--- src/common/htg_params.svh ---
// Constants for the horizontal timing generator
`ifndef HTG_PARAMS_SVH
`define HTG_PARAMS_SVH

// Last fine edge position in one pixel period
`define HTG_POS_LAST 6'h2f
// Positions per quadrant of an edge code
`define HTG_QUAD_SPAN 6'h0c
// Half a pixel period, width of a sample pulse
`define HTG_SAMPLE_HALF 6'h18
// Pixel clock edges from line sync fall to counter reset
`define HTG_SYNC_DELAY 3'h6
// Drive current per code step, in tenths of a mA
`define HTG_CURRENT_STEP 8'h23
// Largest pixel count
`define HTG_PIX_MAX 12'hfff

`endif

--- src/common/htg_pkg.sv ---
// Types shared by the horizontal timing generator files
package htg_pkg;

    // One clamp or blank sequence
    typedef struct packed {
        logic start_level;
        logic [11:0] first_toggle;
        logic [11:0] second_toggle;
    } htg_seq_t;

    // Sequences, region starts and pointers of one pulse signal
    typedef struct packed {
        htg_seq_t [3:0] seq;
        logic [2:0][11:0] region_start_line;
        logic [3:0][1:0] region_sequence_select;
    } htg_sig_cfg_t;

    // Programmable edges of one high-speed clock
    typedef struct packed {
        logic clock_invert_select;
        logic [5:0] rising_edge_place;
        logic [5:0] falling_edge_place;
        logic [2:0] output_current_step;
    } htg_edge_cfg_t;

    // Pad controls of one driven output
    typedef struct packed {
        logic oe;
        logic [7:0] current_tenths;
    } htg_pad_t;

    // Line sync alignment states
    typedef enum logic [1:0] {
        HTG_SYNC_IDLE = 2'b00,
        HTG_SYNC_COUNT = 2'b01
    } htg_sync_state_t;

endpackage

--- src/core/htg_seq_gen.sv ---
// One clamp or blank pulse built from four sequences over four regions
`timescale 1ns/1ns
module htg_seq_gen
    import htg_pkg::*;
#(
    parameter logic HAS_START = 1'b1,
    parameter logic IDLE_LEVEL = 1'b1
) (
    input wire logic clock,
    input wire logic sys_rst,
    input wire logic pixel_tick,
    input wire logic line_restart,
    input wire logic [11:0] pixel_next,
    input wire logic [11:0] line_count,
    input wire htg_sig_cfg_t cfg,
    output logic pulse,
    output logic seq_flag
);

    logic level_reg;
    logic level_next;
    logic flag_reg;
    logic flag_next;
    logic [1:0] region;
    htg_seq_t cur_seq;

    //--------------------------------------------------
    // Region and sequence choice
    //--------------------------------------------------
    // Last region start passed picks the region
    always_comb begin
        region = 2'h0;
        for (int i = 0; i < 3; i++) begin
            if (line_count >= cfg.region_start_line[i]) begin
                region = 2'(i + 1);
            end
        end
        cur_seq = cfg.seq[cfg.region_sequence_select[region]];
    end

    //--------------------------------------------------
    // Pulse level
    //--------------------------------------------------
    // Start level at line start, then toggle on matching pixels
    always_comb begin
        level_next = level_reg;
        flag_next = flag_reg;
        if (pixel_tick) begin
            if (line_restart) begin
                level_next = HAS_START ? cur_seq.start_level : 1'b0;
            end
            level_next = level_next ^ (pixel_next == cur_seq.first_toggle)
                ^ (pixel_next == cur_seq.second_toggle);
            flag_next = cur_seq.start_level;
        end
    end

    // Registers of the pulse
    always_ff @(posedge clock) begin
        if (sys_rst) begin
            level_reg <= IDLE_LEVEL;
            flag_reg <= 1'b0;
        end else begin
            level_reg <= level_next;
            flag_reg <= flag_next;
        end
    end

    assign pulse = level_reg;
    assign seq_flag = flag_reg;
endmodule // htg_seq_gen

--- src/core/htg_timing_gen.sv ---
// Horizontal timing generator: fine edge clocks, sync and clamp/blank pulses
// How it works
// - Each pixel period is split into 48 fine positions for edge placement.
// - Reset gate has programmable rise and fall positions and inversion.
// - Phase a and phase b clocks each have rise, fall and inversion settings.
// - The second and fourth clocks are always inverses of first and third.
// - Edge codes: top two bits pick quadrant, low four give offset.
// - Only offsets 0 to 11 per quadrant are valid edge codes.
// - Inversion bit zero leaves clock as is, one inverts it.
// - Each sample clock has one rising position code.
// - Drive code steps 3.5 mA; code 0 disables the output.
// - Output data launches on a chosen position 0 to 47.
// - Clamp sequences start at start level, toggle at two positions.
// - Toggle positions are 12-bit pixel counts compared to pixel counter.
// - Clamp and preblank pulses are active low.
// - Four sequences exist per clamp and preblank signal.
// - Blanking has no start level; first toggle starts, second ends.
// - Masked blanking forces phase clocks low and inverses high.
// - Four blank sequences, each with mask bit and two toggles.
// - Region 0 starts at line 0; three programmable later starts.
// - Per region, a 2-bit pointer picks the signal's sequence.
// - Each pulse signal has its own region starts and pointers.
// - Pixel counter resets on sixth pixel clock after line sync falls.
`timescale 1ns/1ns
`include "htg_params.svh"
module htg_timing_gen
    import htg_pkg::*;
#(
    parameter int DATA_W = 12
) (
    input wire logic clock,
    input wire logic sys_rst,
    input wire logic line_sync,
    input wire logic frame_sync,
    input wire htg_edge_cfg_t rg_cfg,
    input wire htg_edge_cfg_t phase_a_cfg,
    input wire htg_edge_cfg_t phase_b_cfg,
    input wire logic [2:0] phase_a_inv_drive,
    input wire logic [2:0] phase_b_inv_drive,
    input wire logic [5:0] reference_sample_place,
    input wire logic [5:0] data_sample_place,
    input wire logic [5:0] output_data_launch_edge,
    input wire htg_sig_cfg_t black_clamp_cfg,
    input wire htg_sig_cfg_t dummy_clamp_cfg,
    input wire htg_sig_cfg_t preblank_cfg,
    input wire htg_sig_cfg_t blank_cfg,
    input wire logic [DATA_W-1:0] adc_data,
    output logic reset_gate_clock,
    output logic hclk_phase_a,
    output logic hclk_phase_a_inv,
    output logic hclk_phase_b,
    output logic hclk_phase_b_inv,
    output logic reference_sample_clock,
    output logic data_sample_clock,
    output htg_pad_t [4:0] pad_ctrl,
    output logic [DATA_W-1:0] data_out,
    output logic data_launch_strobe,
    output logic black_clamp_pulse,
    output logic dummy_clamp_pulse,
    output logic preblank_pulse,
    output logic horizontal_blank_pulse,
    output logic [11:0] pixel_count,
    output logic [11:0] line_count
);

    //--------------------------------------------------
    // Helper functions
    //--------------------------------------------------
    // Quadrant edge code to fine position
    function automatic logic [5:0] edge_pos(input logic [5:0] code);
        edge_pos = 6'({4'h0, code[5:4]} * `HTG_QUAD_SPAN) + {2'h0, code[3:0]};
    endfunction

    // Next clock level from rise and fall positions, rise wins a tie
    function automatic logic edge_next(input logic cur, input logic [5:0] pos,
        input logic [5:0] rise, input logic [5:0] fall);
        if (pos == rise) begin
            edge_next = 1'b1;
        end else if (pos == fall) begin
            edge_next = 1'b0;
        end else begin
            edge_next = cur;
        end
    endfunction

    // Fine position half a period after a given one
    function automatic logic [5:0] half_later(input logic [5:0] pos);
        logic [6:0] sum;
        sum = {1'b0, pos} + {1'b0, `HTG_SAMPLE_HALF};
        if (sum > {1'b0, `HTG_POS_LAST}) begin
            sum = sum - {1'b0, `HTG_POS_LAST} - 7'h01;
        end
        half_later = sum[5:0];
    endfunction

    // Pad control from a drive code
    function automatic htg_pad_t pad_of(input logic [2:0] code);
        pad_of.oe = (code != 3'h0);
        pad_of.current_tenths = 8'({5'h00, code} * `HTG_CURRENT_STEP);
    endfunction

    //--------------------------------------------------
    // Fine position counter
    //--------------------------------------------------
    logic [5:0] pos_reg;
    logic [5:0] pos_next;
    logic pixel_tick;

    // One pixel period is 48 clock cycles
    always_comb begin
        pixel_tick = (pos_reg == `HTG_POS_LAST);
        pos_next = pixel_tick ? 6'h00 : pos_reg + 6'h01;
    end

    // Position register
    always_ff @(posedge clock) begin
        if (sys_rst) begin
            pos_reg <= 6'h00;
        end else begin
            pos_reg <= pos_next;
        end
    end

    //--------------------------------------------------
    // Sync input synchronisers
    //--------------------------------------------------
    logic [2:0] hd_sync_reg;
    logic [2:0] hd_sync_next;
    logic [2:0] vd_sync_reg;
    logic [2:0] vd_sync_next;
    logic hd_level_reg;
    logic hd_level_next;
    logic vd_level_reg;
    logic vd_level_next;
    logic hd_fall;
    logic vd_fall;

    // Three stages; a change counts when the last two agree
    always_comb begin
        hd_sync_next = {hd_sync_reg[1:0], line_sync};
        vd_sync_next = {vd_sync_reg[1:0], frame_sync};
        hd_level_next = hd_level_reg;
        vd_level_next = vd_level_reg;
        if (hd_sync_reg[1] == hd_sync_reg[2]) begin
            hd_level_next = hd_sync_reg[2];
        end
        if (vd_sync_reg[1] == vd_sync_reg[2]) begin
            vd_level_next = vd_sync_reg[2];
        end
        hd_fall = hd_level_reg && !hd_level_next;
        vd_fall = vd_level_reg && !vd_level_next;
    end

    // Synchroniser registers, idle high
    always_ff @(posedge clock) begin
        if (sys_rst) begin
            hd_sync_reg <= 3'h7;
            vd_sync_reg <= 3'h7;
            hd_level_reg <= 1'b1;
            vd_level_reg <= 1'b1;
        end else begin
            hd_sync_reg <= hd_sync_next;
            vd_sync_reg <= vd_sync_next;
            hd_level_reg <= hd_level_next;
            vd_level_reg <= vd_level_next;
        end
    end

    //--------------------------------------------------
    // Pixel and line counters
    //--------------------------------------------------
    htg_sync_state_t state_reg;
    htg_sync_state_t state_next;
    logic [2:0] wait_reg;
    logic [2:0] wait_next;
    logic [11:0] pix_reg;
    logic [11:0] pix_next;
    logic [11:0] line_reg;
    logic [11:0] line_next;
    logic line_restart;

    // Counter reset six pixel clocks after line sync falls
    always_comb begin
        state_next = state_reg;
        wait_next = wait_reg;
        line_restart = 1'b0;
        pix_next = pix_reg;
        line_next = line_reg;
        case (state_reg)
            HTG_SYNC_IDLE: begin
                state_next = HTG_SYNC_IDLE;
            end
            HTG_SYNC_COUNT: begin
                if (pixel_tick) begin
                    wait_next = wait_reg - 3'h1;
                    if (wait_reg == 3'h1) begin
                        line_restart = 1'b1;
                        state_next = HTG_SYNC_IDLE;
                    end
                end
            end
            default: begin
                state_next = HTG_SYNC_IDLE;
            end
        endcase
        if (hd_fall) begin
            state_next = HTG_SYNC_COUNT;
            wait_next = `HTG_SYNC_DELAY;
        end
        if (pixel_tick) begin
            if (line_restart) begin
                pix_next = 12'h000;
            end else if (pix_reg != `HTG_PIX_MAX) begin
                pix_next = pix_reg + 12'h001;
            end
        end
        if (vd_fall) begin
            line_next = 12'h000;
        end else if (hd_fall) begin
            line_next = line_reg + 12'h001;
        end
    end

    // Counter registers
    always_ff @(posedge clock) begin
        if (sys_rst) begin
            state_reg <= HTG_SYNC_IDLE;
            wait_reg <= 3'h0;
            pix_reg <= 12'h000;
            line_reg <= 12'h000;
        end else begin
            state_reg <= state_next;
            wait_reg <= wait_next;
            pix_reg <= pix_next;
            line_reg <= line_next;
        end
    end

    assign pixel_count = pix_reg;
    assign line_count = line_reg;

    //--------------------------------------------------
    // Clamp and blank pulses
    //--------------------------------------------------
    logic blank_mask;

    // Each signal has its own sequences, region starts and pointers
    htg_seq_gen #(.HAS_START(1'b1), .IDLE_LEVEL(1'b1)) u_black_clamp (
        .clock(clock),
        .sys_rst(sys_rst),
        .pixel_tick(pixel_tick),
        .line_restart(line_restart),
        .pixel_next(pix_next),
        .line_count(line_reg),
        .cfg(black_clamp_cfg),
        .pulse(black_clamp_pulse),
        .seq_flag()
    );

    htg_seq_gen #(.HAS_START(1'b1), .IDLE_LEVEL(1'b1)) u_dummy_clamp (
        .clock(clock),
        .sys_rst(sys_rst),
        .pixel_tick(pixel_tick),
        .line_restart(line_restart),
        .pixel_next(pix_next),
        .line_count(line_reg),
        .cfg(dummy_clamp_cfg),
        .pulse(dummy_clamp_pulse),
        .seq_flag()
    );

    htg_seq_gen #(.HAS_START(1'b1), .IDLE_LEVEL(1'b1)) u_preblank (
        .clock(clock),
        .sys_rst(sys_rst),
        .pixel_tick(pixel_tick),
        .line_restart(line_restart),
        .pixel_next(pix_next),
        .line_count(line_reg),
        .cfg(preblank_cfg),
        .pulse(preblank_pulse),
        .seq_flag()
    );

    // Blank uses the start level field as its mask bit
    htg_seq_gen #(.HAS_START(1'b0), .IDLE_LEVEL(1'b0)) u_blank (
        .clock(clock),
        .sys_rst(sys_rst),
        .pixel_tick(pixel_tick),
        .line_restart(line_restart),
        .pixel_next(pix_next),
        .line_count(line_reg),
        .cfg(blank_cfg),
        .pulse(horizontal_blank_pulse),
        .seq_flag(blank_mask)
    );

    //--------------------------------------------------
    // High-speed clocks
    //--------------------------------------------------
    logic rg_raw_reg;
    logic rg_raw_next;
    logic ha_raw_reg;
    logic ha_raw_next;
    logic hb_raw_reg;
    logic hb_raw_next;
    logic shp_reg;
    logic shp_next;
    logic shd_reg;
    logic shd_next;
    logic rg_out_reg;
    logic rg_out_next;
    logic ha_out_reg;
    logic ha_out_next;
    logic hb_out_reg;
    logic hb_out_next;
    logic blank_force;
    logic [5:0] shp_rise;
    logic [5:0] shd_rise;

    // Raw edges, then inversion and blank masking
    always_comb begin
        shp_rise = edge_pos(reference_sample_place);
        shd_rise = edge_pos(data_sample_place);
        rg_raw_next = edge_next(rg_raw_reg, pos_reg, edge_pos(rg_cfg.rising_edge_place),
            edge_pos(rg_cfg.falling_edge_place));
        ha_raw_next = edge_next(ha_raw_reg, pos_reg, edge_pos(phase_a_cfg.rising_edge_place),
            edge_pos(phase_a_cfg.falling_edge_place));
        hb_raw_next = edge_next(hb_raw_reg, pos_reg, edge_pos(phase_b_cfg.rising_edge_place),
            edge_pos(phase_b_cfg.falling_edge_place));
        shp_next = edge_next(shp_reg, pos_reg, shp_rise, half_later(shp_rise));
        shd_next = edge_next(shd_reg, pos_reg, shd_rise, half_later(shd_rise));
        blank_force = horizontal_blank_pulse && blank_mask;
        rg_out_next = rg_raw_next ^ rg_cfg.clock_invert_select;
        ha_out_next = blank_force ? 1'b0 : ha_raw_next ^ phase_a_cfg.clock_invert_select;
        hb_out_next = blank_force ? 1'b0 : hb_raw_next ^ phase_b_cfg.clock_invert_select;
    end

    // Clock registers
    always_ff @(posedge clock) begin
        if (sys_rst) begin
            rg_raw_reg <= 1'b0;
            ha_raw_reg <= 1'b0;
            hb_raw_reg <= 1'b0;
            shp_reg <= 1'b0;
            shd_reg <= 1'b0;
            rg_out_reg <= 1'b0;
            ha_out_reg <= 1'b0;
            hb_out_reg <= 1'b0;
        end else begin
            rg_raw_reg <= rg_raw_next;
            ha_raw_reg <= ha_raw_next;
            hb_raw_reg <= hb_raw_next;
            shp_reg <= shp_next;
            shd_reg <= shd_next;
            rg_out_reg <= rg_out_next;
            ha_out_reg <= ha_out_next;
            hb_out_reg <= hb_out_next;
        end
    end

    assign reset_gate_clock = rg_out_reg;
    assign hclk_phase_a = ha_out_reg;
    assign hclk_phase_a_inv = !ha_out_reg;
    assign hclk_phase_b = hb_out_reg;
    assign hclk_phase_b_inv = !hb_out_reg;
    assign reference_sample_clock = shp_reg;
    assign data_sample_clock = shd_reg;

    //--------------------------------------------------
    // Pads and output data
    //--------------------------------------------------
    htg_pad_t [4:0] pad_reg;
    htg_pad_t [4:0] pad_next;
    logic [DATA_W-1:0] dout_reg;
    logic [DATA_W-1:0] dout_next;
    logic launch_reg;
    logic launch_next;

    // Drive codes to pads, data latched on the launch position
    always_comb begin
        pad_next[0] = pad_of(rg_cfg.output_current_step);
        pad_next[1] = pad_of(phase_a_cfg.output_current_step);
        pad_next[2] = pad_of(phase_a_inv_drive);
        pad_next[3] = pad_of(phase_b_cfg.output_current_step);
        pad_next[4] = pad_of(phase_b_inv_drive);
        launch_next = (pos_reg == output_data_launch_edge);
        dout_next = launch_next ? adc_data : dout_reg;
    end

    // Pad and data registers
    always_ff @(posedge clock) begin
        if (sys_rst) begin
            pad_reg <= '0;
            dout_reg <= '0;
            launch_reg <= 1'b0;
        end else begin
            pad_reg <= pad_next;
            dout_reg <= dout_next;
            launch_reg <= launch_next;
        end
    end

    assign pad_ctrl = pad_reg;
    assign data_out = dout_reg;
    assign data_launch_strobe = launch_reg;
endmodule // htg_timing_gen

--- config.mk ---
export PLATFORM = sky130hd
export DESIGN_NAME = htg_timing_gen
export DESIGN_NICKNAME = d
export VERILOG_FILES = /design/src/common/htg_pkg.sv /design/src/core/htg_seq_gen.sv /design/src/core/htg_timing_gen.sv
export VERILOG_INCLUDE_DIRS = /design/src /design/src/common
export SDC_FILE = /design/constraint.sdc
export NUM_CORES = 1
export LEC_CHECK = 0
export BUFFER_PORTS_ARGS = -buffer_cell sky130_fd_sc_hd__buf_2
export CAP_MARGIN = 15
export CORE_AREA = 2 2 296 298
export CTS_CLUSTER_DIAMETER = 120
export DETAILED_ROUTE_END_ITERATION = 8
export DIE_AREA = 0 0 298 300
export GPL_ROUTABILITY_DRIVEN = 0
export PLACE_DENSITY = 0.36
export SYNTH_ARGS = -nofsm -noshare
export SYNTH_HDL_FRONTEND = slang
export SYNTH_SLANG_ARGS = --single-unit
--- constraint.sdc ---
create_clock -name clock -period 11.73 [get_ports clock]
set_clock_uncertainty 0.05 [all_clocks]
set_input_delay 2.346 -clock clock [delete_from_list [all_inputs] [get_ports clock]]
set_output_delay 2.346 -clock clock [all_outputs]
set_load 0.03 [all_outputs]
==> metrics.md, run 1 <==
| Metric | Value |
|---|---|
| CTS tree | `yes` |
| Tot GR Track Use | `between 15 and 20%` |
| Sequential-to-total area share from yosys stat | `15.29%` |
| Number of remaining DRC errors | `0` |
| Synthesized flop and latch total | `~110` |
| Total CTS buffers | `9` |
| Clock tree root driver cell | `clkbuf_16` |
| Die height | `approximately 300 um` |
| H-tree depth | `3` |
| Ys async rst share | `0%` |
| Crit Path Category | `input pin to register` |
| Cell area after layout | `slightly below 20000 um^2` |
| Least-Margin Pin Slew | `roughly 1.1 ns` |
| Post-synth EDFFs | `0` |
| Buffers on Ports | `~760` |
| Hold Path Class | `register to register` |
| Commonest non-fill, non-tap cell in the layout | `buf_2` |
| Max-Cap Viols | `0` |
| Vias in the first global route | `around 15000` |
| Rows | `108` |
| Post-CTS Resized | `0` |
| Setup violators final | `0` |
| CTS Hold Bufs | `0` |
| Hold_sp | `hd_sync_reg[0]$_SDFF_PP1_` |
| Avg Inst Size Synth | `roughly 8.3 um^2` |
| Largest net degree at the start of global routing | `57` |
| Yosys cell types | `approximately 60` |
| Start point of the critical path | `preblank_cfg[34]` |
| RSZ-0062 raised after global routing | `false` |
| Cells after synthesis | `~1700` |
| RR Startpoint | `line_count[0]$_SDFFE_PP0P_` |
| Fmax | `0.1492 GHz` |
| Setup TNS | `0 ns` |
| Routed WL | `roughly 71000 um` |
| Die ar. | `slightly below 90000 um^2` |
| Most frequent cells in the layout | `buf_2 (755), mux2i_1 (263), ha_1 (214), inv_1 (190), nand2_1 (111)` |
| Relative slew margins | `26.89%` |
| CP Max Fanout | `51` |
| Synth-to-Final Area Change | `39.18%` |
| # fillers | `between 9000 and 10000` |
| Grt ovf | `0` |
| Via Count | `14470` |
| Fin. max-slew vios | `0` |
| CP most frequent cell | `a21oi_1` |
| Initial drt markers | `about 530` |
| Fin nets | `about 3300` |
| Kind of start point of the critical path | `input pin` |
| Worst skew pair latency | `approximately 0.38 ns` |
| Largest register FFs | `40` |
| Drt wl/cell | `about 20 um` |
| Lkg Pwr | `roughly 0.01 uW` |
| Die Width | `298 um` |
| WP data arrival | `just under 7 ns` |
| Synthesis Warnings | `0` |
| Slowest CP cell | `buf_4` |
| Share of layout cells above drive strength 1 | `34.65%` |
| Clock slew at reported path FFs | `approximately 0.080 ns` |
| First-pass GRT wire length | `~100000 um` |
| Pre-antenna DRT Iters | `5` |
| Crit path time final | `between 6 and 7 ns` |
| Cell-by-cell trace of the critical path | `buf_2 -> inv_1 -> ha_1 -> a21oi_1 -> o21ai_0 -> a21oi_1 -> o311ai_1 -> a21oi_1 -> mux2i_4 -> buf_4 -> mux2i_1 -> mux2i_1 -> xnor2_1 -> nor4_1 -> nand3_1 -> xnor2_1 -> or4_1 -> o311a_1` |
| Ports | `about 760` |
| Initial antenna violation count | `16` |
| Part of the cycle the worst path needs | `a little under three fifths` |
| Post-Syn Area | `14140 um^2` |
| Status | `completed` |
| CTS Sinks | `around 110` |
| Top FF cell, synth | `dfxtp_1` |
| Longest Clk Path Bufs | `2` |
| Worst VDD drop | `0.06253 mV` |
| Critical path data required time | `11.95 ns` |
| Slowest stage delay, CP | `between 0.6 and 0.7 ns` |
| Hold Fails Final Rpt | `0` |
| Post-route antenna net violation count | `0` |
| Nature of the critical path endpoint | `register` |
| Placed Area | `between 15000 and 20000 um^2` |
| Core area | `~86000 um^2` |
| Initial Util | `between 10% and 20%` |
| Setup Buffers After CTS | `0` |
| Pwr/cell area | `~63 nW/um^2` |
| Post-detail-place hpwl | `between 60000 and 70000 um` |
| Syn_nets | `about 2600` |
| Vias per cell | `between 4 and 5` |
critical path: cells and delay by family:
kind / cells / cell delay, ns
adders and majority gates: 1 / 0.29
muxes: 3 / 0.80
xor gates and xnor gates: 2 / 0.38
buffers and inverters: 3 / 0.77
and+or+nand+nor: 3 / 1.01
AOI/OAI and AO/OA: 6 / 1.21
kinds of logic (layout without fill, tap and decap cells):
kind of cell / Yosys count / in the layout / share of synthesized area, %
simple gates: 410 / 410 / 14.13
fa+ha+maj: 222 / 222 / 20.07
compound gates: 242 / 242 / 11.17
buf+inv: 259 / 995 / 7.635
flops: 108 / 108 / 15.29
mux: 269 / 269 / 19.27
other cells: 0 / 14 / 0
xor+xnor: 201 / 201 / 12.45
stage by stage:
step / total power, uW / setup slack [ns] / instances / utilization, % / hold WS [ns]
after floorplan: 691.9 / 5.869 / 1711 / - / 0.3395
after global placement: 901.0 / 4.668 / 3587 / 22.41 / 0.3565
after detailed placement: 898.7 / 4.616 / 3587 / 22.41 / 0.3552
after CTS: 1274 / 5.026 / 3602 / 22.79 / 0.3862
after global routing: 1337 / 4.768 / 3613 / 22.82 / 0.3970
final: 1244 / 5.029 / 3616 / 22.83 / 0.3747
cells in the mapped netlist, drive strengths merged, types with 2 or more instances:
| library cell | count | area (um^2) |
|---|---|---|
| a2111oi | 3 | 26.28 |
| a211o | 5 | 43.79 |
| a211oi | 15 | 112.6 |
| a21o | 4 | 30.03 |
| a21oi | 99 | 521.8 |
| a31oi | 8 | 50.05 |
| a32oi | 21 | 183.9 |
| a41oi | 4 | 35.03 |
| and2 | 6 | 37.54 |
| and3 | 7 | 43.79 |
| and4 | 4 | 35.03 |
| buf | 41 | 261.5 |
| clkbuf | 28 | 105.1 |
| dfxtp | 108 | 2162 |
| fa | 8 | 160.2 |
| ha | 214 | 2678 |
| inv | 190 | 713.2 |
| mux2 | 3 | 33.78 |
| mux2i | 266 | 2691 |
| nand2 | 112 | 420.4 |
| nand2b | 4 | 25.02 |
| nand3 | 32 | 160.2 |
| nand4 | 32 | 200.2 |
| nor2 | 106 | 415.4 |
| nor2b | 30 | 187.7 |
| nor3 | 32 | 170.2 |
| nor3b | 6 | 50.05 |
| nor4 | 20 | 125.1 |
| o211ai | 6 | 50.05 |
| o21a | 11 | 82.58 |
| o21ai | 48 | 240.2 |
| o22ai | 5 | 37.53 |
| o311a | 4 | 40.04 |
| o31ai | 3 | 22.52 |
| or2 | 11 | 68.82 |
| or3 | 2 | 12.51 |
| or4 | 5 | 37.54 |
| xnor2 | 96 | 840.8 |
| xor2 | 105 | 919.6 |
per-layer routing:
layer  track usage, %  vias up  wire length (um)
met5                0        -                12
met4            4.032        2              1671
met3            2.825       61              3648
met2            27.79      428             35360
met1            18.15     6547             29910
li1                 -     7432                 -
power by group:
group	total, uW	switching, uW	internal (uW)
logic	495	261	234
clock network	360	169	192
registers	389	9.07	380
layout make-up:
type	count	area, um^2	area share, %
multi-input combinational	1344	10960	55.66
timing repair buffer	790	4041	20.53
sequential	108	2162	10.98
tap	1155	1445	7.342
inverter	190	713.2	3.623
clock buffer	9	225.2	1.144
clock inverter	6	105.1	0.5340
antenna	14	35.03	0.1780
worst paths after layout:
| kind | cells past startpoint | slack [ns] | endpoint |
|---|---|---|---|
| worst max-delay path | 18 | 5.03 | u_preblank.pulse$_SDFFE_PP1N_ |
| worst min-delay path | 1 | 0.37 | hd_sync_reg[1]$_SDFF_PP1_ |
| worst max register to register | 17 | 6.07 | u_preblank.pulse$_SDFFE_PP1N_ |
| worst min register to register | 1 | 0.37 | hd_sync_reg[1]$_SDFF_PP1_ |
Power figures use the tool's default switching activity.
==> inputs of run 2 (changes only) <==
Clock period 11.73 ns to 6.4 ns, I/O delays scaled along.
==> run 2 against run 1 <==
Wire length up 0.24%. Core utilization up 0.088 points. Total power up 80%. Hold slack better by 0.0041 ns. Via count about the same. Sequential cell count unchanged. Non-clock buffer count up 6. Clock-buffer cell count unchanged. Die area unchanged.
==> metrics.md, run 2 (synthesis gave the netlist of run 1 again) <==
| Metric | Value |
|---|---|
| Fmax | `around 0.18 GHz` |
| Via Count | `between 10000 and 15000` |
| Kind of start point of the critical path | `register` |
| Setup TNS | `0 ns` |
| Initial Util | `between 15 and 20%` |
| Area of the multi-input gates | `roughly 11000 um^2` |
| CTS Hold Bufs | `0` |
| RSZ-0062 raised after global routing | `false` |
| Least-Margin Pin Slew | `around 1.1 ns` |
| Die Width | `298 um` |
| Placed Area | `between 15000 and 20000 um^2` |
| Total CTS buffers | `9` |
| Part of the cycle the worst path needs | `roughly 86%` |
| Pwr/cell area | `~110 nW/um^2` |
| Tot GR Track Use | `15.19%` |
| Setup violators final | `0` |
| Grt ovf | `0` |
| # fillers | `about 10000` |
| Die height | `~300 um` |
| Post-CTS Resized | `0` |
| CTS tree | `yes` |
| Reg2reg path depth | `17` |
| Fin util | `a little under a quarter` |
| Reg area | `around 2200 um^2` |
| Clock power frac | `between 20% and 30%` |
| Die ar. | `approximately 90000 um^2` |
| Hold Fails Final Rpt | `0` |
| Nature of the critical path endpoint | `register` |
| Largest net degree at the start of global routing | `slightly below 60` |
| Status | `completed` |
| Lkg Pwr | `between 0.01 and 0.015 uW` |
| Hold EP | `hd_sync_reg[1]$_SDFF_PP1_` |
| Synth-to-Final Area Change | `39.72%` |
| R2r endpoint | `u_blank.pulse$_SDFFE_PP0N_` |
| First-pass GRT wire length | `around 100000 um` |
| Largest register FFs | `40` |
| Rows | `108` |
| Initial drt markers | `between 500 and 600` |
| Worst skew pair latency | `~0.38 ns` |
| Pre-antenna DRT Iters | `4` |
| Fin. max-slew vios | `0` |
| Initial antenna violation count | `5` |
| H-tree depth | `3` |
| Drt wl/cell | `between 15 and 20 um` |
| Post-detail-place hpwl | `60720 um` |
| Sequential Power Share | `a little under a third` |
| Longest Clk Path Bufs | `2` |
| Clock slew at reported path FFs | `approximately 0.090 ns` |
| Buffers on Ports | `approximately 760` |
| Worst VDD drop | `between 0.1 and 0.15 mV` |
| Post-route antenna net violation count | `0` |
| Comb pwr share | `a little over two fifths` |
| Hold Path Class | `register to register` |
| Commonest non-fill, non-tap cell in the layout | `buf_2` |
| CTS Sinks | `108` |
| Cell area after layout | `approximately 20000 um^2` |
| Fin nets | `approximately 3300` |
| Core area | `roughly 86000 um^2` |
| Design Power | `2237 uW` |
| Most frequent cells in the layout | `buf_2 (755), mux2i_1 (263), ha_1 (214), inv_1 (190), nand2_1 (111)` |
| CP Max Fanout | `29` |
| Hold_sp | `hd_sync_reg[0]$_SDFF_PP1_` |
| WHS Path Cells | `1` |
| Vias in the first global route | `between 15000 and 20000` |
| Clock tree root driver cell | `clkbuf_16` |
| Max-Cap Viols | `0` |
| Worst slack, placed | `0.4986 ns` |
| Crit Path Category | `register to register` |
| Ports | `757` |
| RR Startpoint | `line_count[0]$_SDFFE_PP0P_` |
| WP data arrival | `5.76 ns` |
| P_int | `around 1400 uW` |
| Crit path time final | `5.531 ns` |
| Sw Share | `a little under two fifths` |
| Share of layout cells above drive strength 1 | `about a third` |
| Vias per cell | `between 4 and 5` |
| Final worst slack | `slightly below 0.9 ns` |
| Internal reg-to-reg setup slack | `about 0.87 ns` |
| Relative slew margins | `26.13%` |
| Number of remaining DRC errors | `0` |
| Critical path data required time | `about 6.6 ns` |
| Routed WL | `70770 um` |
| Setup Buffers After CTS | `0` |
| NetSw | `approximately 820 uW` |
## run 2: final cells by class
class	instances	share of cell area, %
well taps	1155	7.314
clock inverters	7	0.3989
inverters	190	3.609
multi-input cells	1344	55.45
diodes	7	0.08865
repair buffers	796	21.06
clock buffers	9	1.140
flip-flops and latches	108	10.94
## run 2: critical path, cell delays in order, from the launching register on
cell and delay (ns):
dfxtp_1 0.31, buf_4 0.15, inv_1 0.59, ha_1 0.36, nand2b_1 0.14, a2111oi_0 0.52, o31ai_1 0.17, o22ai_2 0.25
mux2_2 0.39, nand2_2 0.55, a21oi_1 0.31, a32oi_1 0.44, xor2_1 0.24, nand4_1 0.21, nor3_1 0.23, xnor2_1 0.18
nor3_1 0.08, a211o_1 0.25
## run 2: worst max-delay path by stage
stage                                           from                                to  slack [ns]  depth (start not counted)
final                     line_count[0]$_SDFFE_PP0P_        u_blank.pulse$_SDFFE_PP0N_        0.87                         17
after global routing      line_count[0]$_SDFFE_PP0P_        u_blank.pulse$_SDFFE_PP0N_        0.50                         17
after CTS                 line_count[0]$_SDFFE_PP0P_        u_blank.pulse$_SDFFE_PP0N_        0.66                         17
after detailed placement               blank_cfg[32]        u_blank.pulse$_SDFFE_PP0N_        0.50                         16
after global placement                 blank_cfg[32]        u_blank.pulse$_SDFFE_PP0N_        0.50                         16
after floorplan                  black_clamp_cfg[37]  u_black_clamp.pulse$_SDFFE_PP1N_        1.61                         15
## run 2: power by group through the flow
| stage | clock [uW] | sequential, uW | combinational (uW) |
|---|---|---|---|
| after floorplan | 0 | 760 | 508 |
| after global placement | 0 | 719 | 946 |
| after detailed placement | 0 | 719 | 941 |
| after CTS | 653 | 704 | 947 |
| after global routing | 668 | 706 | 1040 |
| final | 603 | 703 | 930 |
## run 2: through the flow
step                      cells  hold slack, ns
after CTS                  3609          0.3867
after floorplan            1711          0.3395
final                      3616          0.3788
after global placement     3593          0.3601
after global routing       3612          0.4024
after detailed placement   3593          0.3574
## run 2: per-layer routing
metal | vias to the layer above | GRT usage [%] | routed length (um)
met5 | - | 0 | 0
met4 | 0 | 2.429 | 704
met3 | 32 | 2.139 | 2910
met2 | 413 | 28.28 | 35980
met1 | 6600 | 18.70 | 31180
li1 | 7437 | - | -
==> inputs of run 3 (changes only) <==
Settings changed: ABC_AREA set to 1, CORE_AREA 2 2 296 298 to 2 2 293 295, CTS_CLUSTER_DIAMETER 120 to 200, DIE_AREA 0 0 298 300 to 0 0 295 297, PLACE_DENSITY 0.36 to 0.39.
==> run 3 against run 2 <==
Clock power up 9.1%. Combinational power up 11%. Total power up 7.2%. Non-clock buffer count down 5.
==> metrics.md, run 3 <==
| Metric | Value |
|---|---|
| Status | `completed` |
| Family with the most delay on the worst path | `simple AND/OR/NAND/NOR gates` |
| Top FF cell, synth | `dfxtp_1` |
| Number of remaining DRC errors | `0` |
| Reg area | `roughly 2200 um^2` |
| Crit Path Category | `register to register` |
| H-tree depth | `3` |
| Worst VDD drop | `~0.11 mV` |
| Vias per cell | `roughly 4.3` |
| Compound-Gate Fraction of Synth Area | `7.140%` |
| Tot GR Track Use | `20.00%` |
| Post-Syn Area | `16540 um^2` |
| Synthesized flop and latch total | `~110` |
| Fin cells | `~4800` |
| Reg2reg path depth | `25` |
| Post-Synth Adder-Cell Area | `17.15%` |
| Crit path time final | `approximately 4.8 ns` |
| Avg Inst Size Synth | `5.724 um^2` |
| Setup TNS | `0 ns` |
| Hold_sp | `vd_sync_reg[0]$_SDFF_PP1_` |
| Die ar. | `~88000 um^2` |
| Post-route antenna net violation count | `0` |
| Hold Path Class | `register to register` |
| Worst hold slack | `0.3675 ns` |
| Setup Buffers After CTS | `0` |
| Placed Area | `between 20000 and 25000 um^2` |
| Clock slew at reported path FFs | `roughly 0.1 ns` |
| Die Width | `295 um` |
| Largest net degree at the start of global routing | `56` |
| Internal reg-to-reg setup slack | `between 1.5 and 2 ns` |
| Share of layout cells above drive strength 1 | `about 25%` |
| Fmax | `0.2076 GHz` |
| WHS Path Cells | `1` |
| Worst slack, placed | `about 1.2 ns` |
| WP data arrival | `between 5 and 6 ns` |
| Post-CTS Resized | `0` |
| Ys async rst share | `0%` |
| Cell area after layout | `roughly 22000 um^2` |
| Hold Fails Final Rpt | `0` |
| Least-Margin Pin Slew | `1.131 ns` |
| Routed WL | `about 91000 um` |
| Longest Clk Path Bufs | `2` |
| CTS Sinks | `approximately 110` |
| Buffers on Ports | `around 760` |
| Largest family of logic cells by synthesized area | `simple AND/OR/NAND/NOR gates` |
| # fillers | `between 9000 and 10000` |
| Simple-gate share of the synthesized area | `46.05%` |
| Initial Util | `19.58%` |
| Die height | `about 300 um` |
| Ports | `between 700 and 800` |
| Fin nets | `roughly 4500` |
| Sequential-to-total area share from yosys stat | `13.07%` |
| Most frequent cell after synthesis | `nand2_1` |
| CP most frequent cell | `nand2_1` |
| Yosys cell types | `54` |
| Initial drt markers | `slightly below 1000` |
| Total CTS buffers | `9` |
| Pwr/cell area | `roughly 110 nW/um^2` |
| Dpl cells | `approximately 4700` |
| Synth-to-Final Area Change | `31.98%` |
| Sequential Power Share | `between 20% and 30%` |
| RSZ-0062 raised after global routing | `false` |
| Core area | `between 80000 and 90000 um^2` |
| Detail Route met2 WL | `around 46000 um` |
| Max Used Layer | `met5` |
| Pre-antenna DRT Iters | `6` |
| Slowest CP cell | `dfxtp_1` |
| Mux contribution to synthesized area | `0%` |
| P_int | `about 1400 uW` |
| Relative slew margins | `24.49%` |
| Hold EP | `vd_sync_reg[1]$_SDFF_PP1_` |
| Grt ovf | `0` |
| Fin. max-slew vios | `0` |
| Synthesis Warnings | `0` |
| Drt wl/cell | `roughly 19 um` |
| Syn_nets | `roughly 3800` |
| CTS tree | `yes` |
| Met3 wire len | `5428 um` |
| Vias in the first global route | `19848` |
| NetSw | `between 900 and 1000 uW` |
| WL met1 | `between 30000 and 40000 um` |
| Nature of the critical path endpoint | `register` |
| Xor and xnor area share after synthesis | `3.441%` |
| Via Count | `~20000` |
| Commonest non-fill, non-tap cell in the layout | `nand2_1` |
| Worst skew pair latency | `about 0.4 ns` |
| CTS Hold Bufs | `0` |
| Most frequent cells in the layout | `nand2_1 (1050), buf_2 (756), nand3_1 (413), inv_1 (397), ha_1 (214)` |
| Lkg Pwr | `0.01306 uW` |
| Sw Share | `around 40%` |
| Cells after synthesis | `just under 3000` |
| Synth area leaders | `nand2_1 (24%), ha_1 (16%), dfxtp_1 (13%), nand3_1 (12%), inv_1 (9.0%)` |
| Clock power frac | `27.4%` |
| Biggest area consumer among synthesized cells | `nand2_1` |
| Max-Cap Viols | `0` |
| Area of the multi-input gates | `~12000 um^2` |
| Setup violators final | `0` |
| RR Startpoint | `line_count[3]$_SDFFE_PP0P_` |
| R2r endpoint | `u_preblank.pulse$_SDFFE_PP1N_` |
| Initial antenna violation count | `41` |
| Critical path data required time | `about 6.7 ns` |
| Most frequent cells after synthesis | `nand2_1 (1050), nand3_1 (413), inv_1 (397), ha_1 (214), nor2_1 (190)` |
| Slowest stage delay, CP | `about 1.1 ns` |
| Synth top area share | `a little under a quarter` |
| Comb pwr share | `between 40% and 50%` |
| Post-synth EDFFs | `0` |
| Clock tree root driver cell | `clkbuf_16` |
| Part of the cycle the worst path needs | `about three quarters` |
| Rows | `around 110` |
| Post-detail-place hpwl | `between 70000 and 80000 um` |
| Kind of start point of the critical path | `register` |
| CP Max Fanout | `~50` |
| Worst Path Buf+Inv | `3` |
| First-pass GRT wire length | `around 130000 um` |
| Final worst slack | `between 1.5 and 2 ns` |
| Largest register FFs | `40` |
run 3: cell count changes after synthesis, moves of 63 or more:
cell and delta:
xor2_1 -73, mux2i_1 -263, nor2_1 +91, inv_1 +207, nand2_1 +938, xnor2_1 -63
nand3_1 +381
run 3: metal layers:
metal / global-route usage, % / vias to the layer above
met5: 0 / -
met4: 4.835 / 34
met3: 3.818 / 90
met2: 36.51 / 626
met1: 23.79 / 9206
li1: - / 10584
run 3: final cells by class:
cell class	count	share of cell area, %
multi-input cells	2263	55.95
clock buffers	9	1.032
flip-flops and latches	108	9.903
diodes	25	0.2865
inverters	422	7.290
repair buffers	791	18.53
clock inverters	7	0.4470
well taps	1144	6.556
run 3: cells by family after synthesis:
logic type | after synthesis
and+or+nand+nor | 1770
buffers and inverters | 519
adders and majority gates | 222
AOI/OAI and AO/OA | 206
DFF | 108
xor gates and xnor gates | 65
run 3: per-stage QoR:
step	power, uW	utilization, %
after global routing	2593	25.82
final	2398	25.84
after CTS	2452	25.77
after detailed placement	1763	25.39
after floorplan	1346	-
after global placement	1766	25.39
run 3: how the worst max path moves through the flow:
| stage | slack, ns | depth (start not counted) | to | from |
|---|---|---|---|---|
| after floorplan | 2.30 | 15 | data_sample_clock$_SDFFE_PP0P_ | data_sample_place[4] |
| after global placement | 1.19 | 29 | u_preblank.pulse$_SDFFE_PP1N_ | preblank_cfg[29] |
| after detailed placement | 1.19 | 29 | u_preblank.pulse$_SDFFE_PP1N_ | preblank_cfg[29] |
| after CTS | 1.51 | 25 | u_preblank.pulse$_SDFFE_PP1N_ | line_count[3]$_SDFFE_PP0P_ |
| after global routing | 1.04 | 27 | u_preblank.pulse$_SDFFE_PP1N_ | line_count[3]$_SDFFE_PP0P_ |
| final | 1.58 | 25 | u_preblank.pulse$_SDFFE_PP1N_ | line_count[3]$_SDFFE_PP0P_ |
run 3: power by group through the flow:
stage                     sequential, uW  clock [uW]  combinational (uW)
final                                708         658                1030
after global routing                 711         714                1170
after CTS                            709         698                1050
after detailed placement             724           0                1040
after global placement               724           0                1040
after floorplan                      763           0                 583
